==> src/rapl_pkg.sv <==
// package of constants for the register access pair logic
package rapl_pkg;
  localparam int unsigned data_w = 8;
  localparam int unsigned addr_w = 3;
  // register offsets within the peripheral window
  localparam logic [2:0] off_base = 3'h0;
  localparam logic [2:0] off_set = 3'h1;
  localparam logic [2:0] off_clear = 3'h2;
  localparam logic [2:0] off_toggle = 3'h3;
  localparam logic [2:0] off_ctrl = 3'h4;
  localparam logic [2:0] off_status = 3'h5;
  localparam logic [2:0] off_cmd = 3'h6;
  localparam logic [2:0] off_debug = 3'h7;
  // field masks and reset values: which bits exist, what reset loads
  localparam logic [7:0] base_reset = 8'h00;
  localparam logic [7:0] ctrl_reset = 8'h00;
  localparam logic [7:0] ctrl_mask = 8'h3F;
  localparam logic [7:0] debug_reset = 8'h00;
  localparam logic [7:0] debug_mask = 8'h01;
  localparam logic [7:0] cmd_mask = 8'h0F;
  localparam logic [7:0] cmd_reset = 8'h00;
  localparam logic [7:0] zero = 8'h00;
  // ctrl field [5:2] as high/low index
  localparam int unsigned mode_hi = 5;
  localparam int unsigned mode_lo = 2;
endpackage

==> src/rapl_bank.sv <==
// peripheral register bank with alias pair and access kinds
//
// Overview of operation
// - read-only bits ignore writes, read state
// - write-only bits accept writes, read undefined
// - reserved bits always read as zero
// - reset values load; debug survives soft reset
// - base and aliases read same storage
// - clear alias ones clear stored bits
// - set alias ones set stored bits
// - toggle alias ones invert stored bits
// - field high index down to low
//
// offset map of the peripheral window
//   0 base word, read and written whole
//   1 set view of the base word, ones set
//   2 clear view of the base word, ones clear
//   3 toggle view of the base word, ones invert
//   4 control, bits 7:6 reserved, mode in 5:2
//   5 status, read only, follows hw_status
//   6 command, write only, bits 3:0 pulse once
//   7 debug control, bit 0 only, kept by soft reset
`timescale 1ns/1ns
module rapl_bank #(
  parameter int unsigned data_w = rapl_pkg::data_w
)(
  input wire logic clock,
  input wire logic rstn,
  input wire logic soft_reset,
  input wire logic [rapl_pkg::addr_w-1:0] addr,
  input wire logic wr_en,
  input wire logic rd_en,
  input wire logic [data_w-1:0] wdata,
  input wire logic [data_w-1:0] hw_status,
  output logic [data_w-1:0] rdata,
  output logic [data_w-1:0] pair_value,
  output logic [3:0] mode,
  output logic [3:0] cmd_pulse,
  output logic debug_hold
);
  typedef struct packed {
    logic [7:0] ctrl;
    logic [7:0] debug;
    logic [7:0] cmd;
    logic [7:0] rdata;
  } rapl_bank_s;

  rapl_bank_s state;
  rapl_bank_s next_state;
  logic [data_w-1:0] store_value;
  // write strobes towards the shared word, one per view
  logic wr_live;
  logic wr_hit_base;
  logic wr_hit_set;
  logic wr_hit_clear;
  logic wr_hit_toggle;

  // ----------------------------------------
  // elaboration checks
  // ----------------------------------------
  // the field map and masks are laid out for an 8-bit word only
  if (data_w != 8)
  begin : g_bad_width
    $error("rapl_bank serves 8-bit data only");
  end
  // the mode field must sit inside the word, high index over low
  if (rapl_pkg::mode_hi >= data_w || rapl_pkg::mode_lo > rapl_pkg::mode_hi)
  begin : g_bad_field
    $error("rapl_bank mode field outside the word");
  end
  // the mode port is fixed at four bits, so the field span must match it
  if (rapl_pkg::mode_hi - rapl_pkg::mode_lo + 1 != 4)
  begin : g_bad_mode
    $error("rapl_bank mode field must span four bits");
  end
  // reset values must not set reserved bits, or they would read back
  if ((rapl_pkg::ctrl_reset & ~rapl_pkg::ctrl_mask) != rapl_pkg::zero)
  begin : g_bad_ctrl
    $error("rapl_bank ctrl reset touches reserved bits");
  end
  if ((rapl_pkg::debug_reset & ~rapl_pkg::debug_mask) != rapl_pkg::zero)
  begin : g_bad_debug
    $error("rapl_bank debug reset touches reserved bits");
  end
  if ((rapl_pkg::cmd_reset & ~rapl_pkg::cmd_mask) != rapl_pkg::zero)
  begin : g_bad_cmd
    $error("rapl_bank cmd reset touches reserved bits");
  end

  // ----------------------------------------
  // decoding
  // ----------------------------------------
  function automatic logic hit(input logic [2:0] a, input logic [2:0] off, input logic en);
    hit = en && (a == off);
  endfunction

  // keeps only the implemented bits of a word, reserved ones read zero
  function automatic logic [7:0] keep(input logic [7:0] d, input logic [7:0] m);
    keep = d & m;
  endfunction

  // ----------------------------------------
  // write qualifiers
  // ----------------------------------------
  // soft reset owns the cycle, so no write lands beside it
  assign wr_live = wr_en && !soft_reset;
  // the offsets are exclusive, so at most one view is hit per cycle
  assign wr_hit_base = hit(addr, rapl_pkg::off_base, wr_live);
  assign wr_hit_set = hit(addr, rapl_pkg::off_set, wr_live);
  assign wr_hit_clear = hit(addr, rapl_pkg::off_clear, wr_live);
  assign wr_hit_toggle = hit(addr, rapl_pkg::off_toggle, wr_live);

  // ----------------------------------------
  // shared base/alias storage
  // ----------------------------------------
  rapl_store #(
    .width(data_w),
    .reset_value(rapl_pkg::base_reset)
  ) u_store (
    .clock(clock),
    .rstn(rstn),
    .soft_reset(soft_reset),
    .wr_base(wr_hit_base),
    .wr_set(wr_hit_set),
    .wr_clear(wr_hit_clear),
    .wr_toggle(wr_hit_toggle),
    .wdata(wdata),
    .value(store_value)
  );

  // ----------------------------------------
  // next state
  // ----------------------------------------
  // reserved bits are masked off on store, so they never read back
  always_comb
  begin
    next_state = state;
    next_state.cmd = rapl_pkg::cmd_reset; // command bits are one-cycle strobes
    if (soft_reset)
    begin
      next_state.ctrl = rapl_pkg::ctrl_reset;
    end
    else if (wr_en)
    begin
      unique case (addr)
        rapl_pkg::off_ctrl:
        begin
          // reserved bits 7:6 are dropped, so a careless write cannot set them
          next_state.ctrl = keep(wdata, rapl_pkg::ctrl_mask);
        end
        rapl_pkg::off_cmd:
        begin
          // strobe bits live for one cycle only
          next_state.cmd = keep(wdata, rapl_pkg::cmd_mask);
        end
        rapl_pkg::off_debug:
        begin
          next_state.debug = keep(wdata, rapl_pkg::debug_mask);
        end
        default:
        begin
          // status is read-only and the base views go to the store
          next_state.ctrl = state.ctrl;
        end
      endcase
    end
    // read data are registered; write-only cmd reads zero, a legal undefined value
    next_state.rdata = rapl_pkg::zero;
    if (rd_en)
    begin
      unique case (addr)
        rapl_pkg::off_base, rapl_pkg::off_set,
        rapl_pkg::off_clear, rapl_pkg::off_toggle:
        begin
          // every view of the pair shows the one stored word
          next_state.rdata = store_value;
        end
        rapl_pkg::off_ctrl:
        begin
          next_state.rdata = keep(state.ctrl, rapl_pkg::ctrl_mask);
        end
        rapl_pkg::off_status:
        begin
          // live status, never shadowed by a write
          next_state.rdata = hw_status;
        end
        rapl_pkg::off_cmd:
        begin
          next_state.rdata = rapl_pkg::zero;
        end
        rapl_pkg::off_debug:
        begin
          next_state.rdata = keep(state.debug, rapl_pkg::debug_mask);
        end
      endcase
    end
  end

  // ----------------------------------------
  // registers
  // ----------------------------------------
  // debug control is outside the soft reset on purpose
  always_ff @(posedge clock or negedge rstn)
  begin
    if (!rstn)
    begin
      state.ctrl <= rapl_pkg::ctrl_reset;
      state.debug <= rapl_pkg::debug_reset;
      state.cmd <= rapl_pkg::cmd_reset;
      state.rdata <= rapl_pkg::zero;
    end
    else
      state <= next_state;
  end

  // ----------------------------------------
  // outputs
  // ----------------------------------------
  assign rdata = state.rdata;
  assign pair_value = store_value;
  assign mode = state.ctrl[rapl_pkg::mode_hi:rapl_pkg::mode_lo];
  assign cmd_pulse = state.cmd[3:0];
  assign debug_hold = state.debug[0];
endmodule

==> src/rapl_store.sv <==
// one shared storage word with set, clear and toggle updates
`timescale 1ns/1ns
module rapl_store #(
  parameter int unsigned width = 8,
  parameter logic [7:0] reset_value = 8'h00
)(
  input wire logic clock,
  input wire logic rstn,
  input wire logic soft_reset,
  input wire logic wr_base,
  input wire logic wr_set,
  input wire logic wr_clear,
  input wire logic wr_toggle,
  input wire logic [width-1:0] wdata,
  output logic [width-1:0] value
);
  typedef struct packed {
    logic [width-1:0] value;
  } rapl_store_s;

  rapl_store_s state;
  rapl_store_s next_state;

  initial
  begin
    if (width < 1 || width > 8)
      $error("rapl_store width out of range");
  end

  // only the one bits of an alias write touch storage
  always_comb
  begin
    next_state = state;
    if (soft_reset)
      next_state.value = reset_value[width-1:0];
    else if (wr_base)
      next_state.value = wdata;
    else if (wr_set)
      next_state.value = state.value | wdata;
    else if (wr_clear)
      next_state.value = state.value & ~wdata;
    else if (wr_toggle)
      next_state.value = state.value ^ wdata;
  end

  always_ff @(posedge clock or negedge rstn)
  begin
    if (!rstn)
      state <= '{value: reset_value[width-1:0]};
    else
      state <= next_state;
  end

  assign value = state.value;
endmodule

==> config.mk <==
export PLATFORM = sky130hd
export DESIGN_NAME = rapl_bank
export DESIGN_NICKNAME = d
export VERILOG_FILES = /design/src/rapl_pkg.sv /design/src/rapl_bank.sv /design/src/rapl_store.sv
export SDC_FILE = /design/constraint.sdc
export NUM_CORES = 1
export LEC_CHECK = 0
export ABC_AREA = 1
export BUFFER_PORTS_ARGS = -buffer_cell sky130_fd_sc_hd__buf_2
export CAP_MARGIN = 20
export CORE_ASPECT_RATIO = 0.75
export CORE_MARGIN = 4
export CORE_UTILIZATION = 35
export DETAILED_ROUTE_END_ITERATION = 6
export PLACE_DENSITY_LB_ADDON = 0.2
export SYNTH_ARGS = -nofsm -noshare
export SYNTH_HDL_FRONTEND = slang
export SYNTH_SLANG_ARGS = --single-unit
==> constraint.sdc <==
create_clock -name clock -period 1.5 [get_ports clock]
set_input_delay 0.3 -clock clock [delete_from_list [all_inputs] [get_ports clock]]
set_output_delay 0.3 -clock clock [all_outputs]
set_load 0.02 [all_outputs]
==> metrics.md <==
| Metric | Value |
|---|---|
| Worst EP arrival | 0.98 ns |
| Starting density of the core | 0.374 |
| Reg area | 676 um2 |
| Number of synthesized flops with an enable pin | 0 |
| Seq cells post-synth | 27 |
| Num CTS Buffers | 3 |
| CP Class | register to output pin |
| Endpoints failing setup | 0 |
| DRC | 0 |
| Slowest CP cell | dfrtp_1 |
| CP max FO | 5 |
| Fillcell total | 546 |
| Tmin final | 1.28 ns |
| Worst slew pin tran | 0.753 ns |
| Clock Sinks | 27 |
| Max clock buf depth | 2 |
| Final Hold Viols | 0 |
| Unrepaired setup endpoints after global routing | false |
| Number of diodes | 0 |
| Total GRT Usage | 0.155 |
| Setup bufs post-CTS | 0 |
| Setup TNS | 0 ns |
| # hold bufs at CTS | 0 |
| Vias after detailed routing | 1,682 |
| Detailed-route vias per instance | 4.67 |
| First-pass GRT wire length | 8.14 mm |
| F_max | 778 MHz |
| Run status | finished, final reports clean |
| Sequential area share after synthesis | 0.359 |
| Row Count | 22 |
| Worst setup SP type | register |
| Distinct cells, synth | 23 |
| Remaining antenna violation count | 0 |
| Max Slew Vio Count | 0 |
| First-pass DRT Iterations | 4 |
| I/O Buffers | 48 |
| Multi-input combinational cell area | 848 um2 |
| Post-DR wirelength/cell | 13.5 um |
| Count of pins on the block boundary | 49 |
| Critical Path Sink Type | output pin |
| Initial antenna violation count | 0 |
| DP Wirelength | 3.62 mm |
| Slew headroom | 0.498 |
| Post-cts gate resize count | 0 |
| Nets@finish | 329 |
| Starting DRT DRC Count | 101 |
| CP Data Required Time | 1.20 ns |
| Core area | 5040 um2 |
| Synth Instances | 249 |
| Gr ovfl total | 0 |
| CTS clk-pin slew, worst paths | 0.10 ns |
| Die Width | 92.7 um |
| Layout cell share with drive strength beyond 1 | 0.236 |
| Most common cell after layout, fill and taps aside | nand2_1 |
| CP delay by family, top | flip-flops |
| Die ar. | 6630 um2 |
| WP buf/inv | 1 |
| Gp weighted congestion | 0.787 |
| Htree depth | 1 |
| Clock Latency Late Sink | 0.28 ns |
| Total wire length | 4.85 mm |
| Vias in the first global route | 1,558 |
| Clk_skew | 0.00664 ns |
| Clk Tree Root Cell | clkbuf_8 |
| Final period utilization | 0.856 |
| Crit path largest cell delay | 0.49 ns |
| Hold Crit Class | input pin to async pin |
| Max-cap violations | 0 |
| Post-synth top flop | dfrtp_1 |
| Cell Chain, Critical Path | buf_2 |
| CTS tree | built |
| Final instance area | 2170 um2 |
| Most frequent cells in the layout | nand2_1 (56), inv_1 (55), buf_2 (48) |
| Mean area per synthesized cell | 7.56 um2 |
| Placed cell areas | 2120 um2 |
| Worst ir drop on vdd | 0.291 mV |
| P&R area growth vs syn | 15.1% |
| Leak pwr | 1.27 nW |
| Pwr Density | 735 nW/um2 |
| Die Ht | 71.5 um |
| Asr flop ratio synth | 1.00 |
| Synth warnings | 0 |
| Mapped Nets | 289 |
| Synthesized area | 1880 um2 |
| Largest net degree at the start of global routing | 28 |
-- sequential cells by signal, indices dropped and copies added, names as in the netlist --
| signal | count |
|---|---|
| mode | 4 |
| cmd_pulse | 4 |
| rdata | 8 |
| state | 2 |
| debug_hold | 1 |
| u_store.value | 8 |
-- final timing paths --
check                                  from          endpoint  cells past startpoint  slack [ns]
setup / recovery           u_store.value[4]     pair_value[4]                      1        0.22
setup reg to reg           u_store.value[4]  u_store.value[4]                      8        0.26
max in group asynchronous              rstn      cmd_pulse[2]                      1        1.06
hold reg to reg                   state[24]         state[24]                      2        0.53
hold / removal                         rstn  u_store.value[0]                      1        0.01
min in group clock             hw_status[6]          rdata[6]                      3        0.28
-- through the flow --
stage	hold slack, ns	util	power, mW	worst slack (ns)	instances
CTS	0.0550	0.430	1.62	0.205	360
global route	0.0690	0.430	1.70	0.151	360
floorplan	0.00441	-	1.04	0.275	249
finish	0.0117	0.430	1.59	0.215	360
global placement	0.358	0.421	1.16	0.130	356
detailed placement	0.369	0.421	1.17	0.110	356
-- routing by layer --
| metal | GRT usage | wire length (um) |
|---|---|---|
| met5 | 0 | 0 |
| met2 | 0.241 | 2070 |
| met4 | 0.0358 | 70 |
| met1 | 0.221 | 2340 |
| met3 | 0.0357 | 376 |
-- power by group --
| part | internal [mW] | switching [mW] | total (mW) |
|---|---|---|---|
| clock | 0.189 | 0.253 | 0.442 |
| combinational | 0.125 | 0.237 | 0.362 |
| sequential | 0.760 | 0.0300 | 0.790 |
-- cell families (layout without fill, tap and decap cells) --
group                    count (synthesis)  after routing  synth area share
AND/OR/NAND/NOR                         89             89             0.221
buffers and inverters                   78            117             0.191
AO/OA/AOI/OAI                           39             39             0.124
flip-flops                              27             27             0.359
adder cells (fa/ha/maj)                 16             16             0.106
-- Yosys cell counts (2+ instances only) --
cell type	count	area, um2
buf_4	17	128
a21oi_1	19	95.1
nor2_2	2	12.5
nor2_1	2	7.51
nand2_1	56	210
nand3_1	20	100
inv_2	4	15.0
dfrtp_1	27	676
ha_1	16	200
nor3_1	4	20.0
o22ai_1	5	31.3
o211ai_1	10	75.1
o21ai_0	3	15.0
inv_1	55	206
-- area by class of cell --
| type | instances | area share |
|---|---|---|
| clock inverters | 1 | 0.00346 |
| well taps | 72 | 0.0415 |
| multi-input cells | 144 | 0.391 |
| flip-flops and latches | 27 | 0.312 |
| inverters | 60 | 0.105 |
| clock buffers | 3 | 0.0190 |
| repair buffers | 53 | 0.128 |
Note: power is estimated with default switching activity, not from simulation.
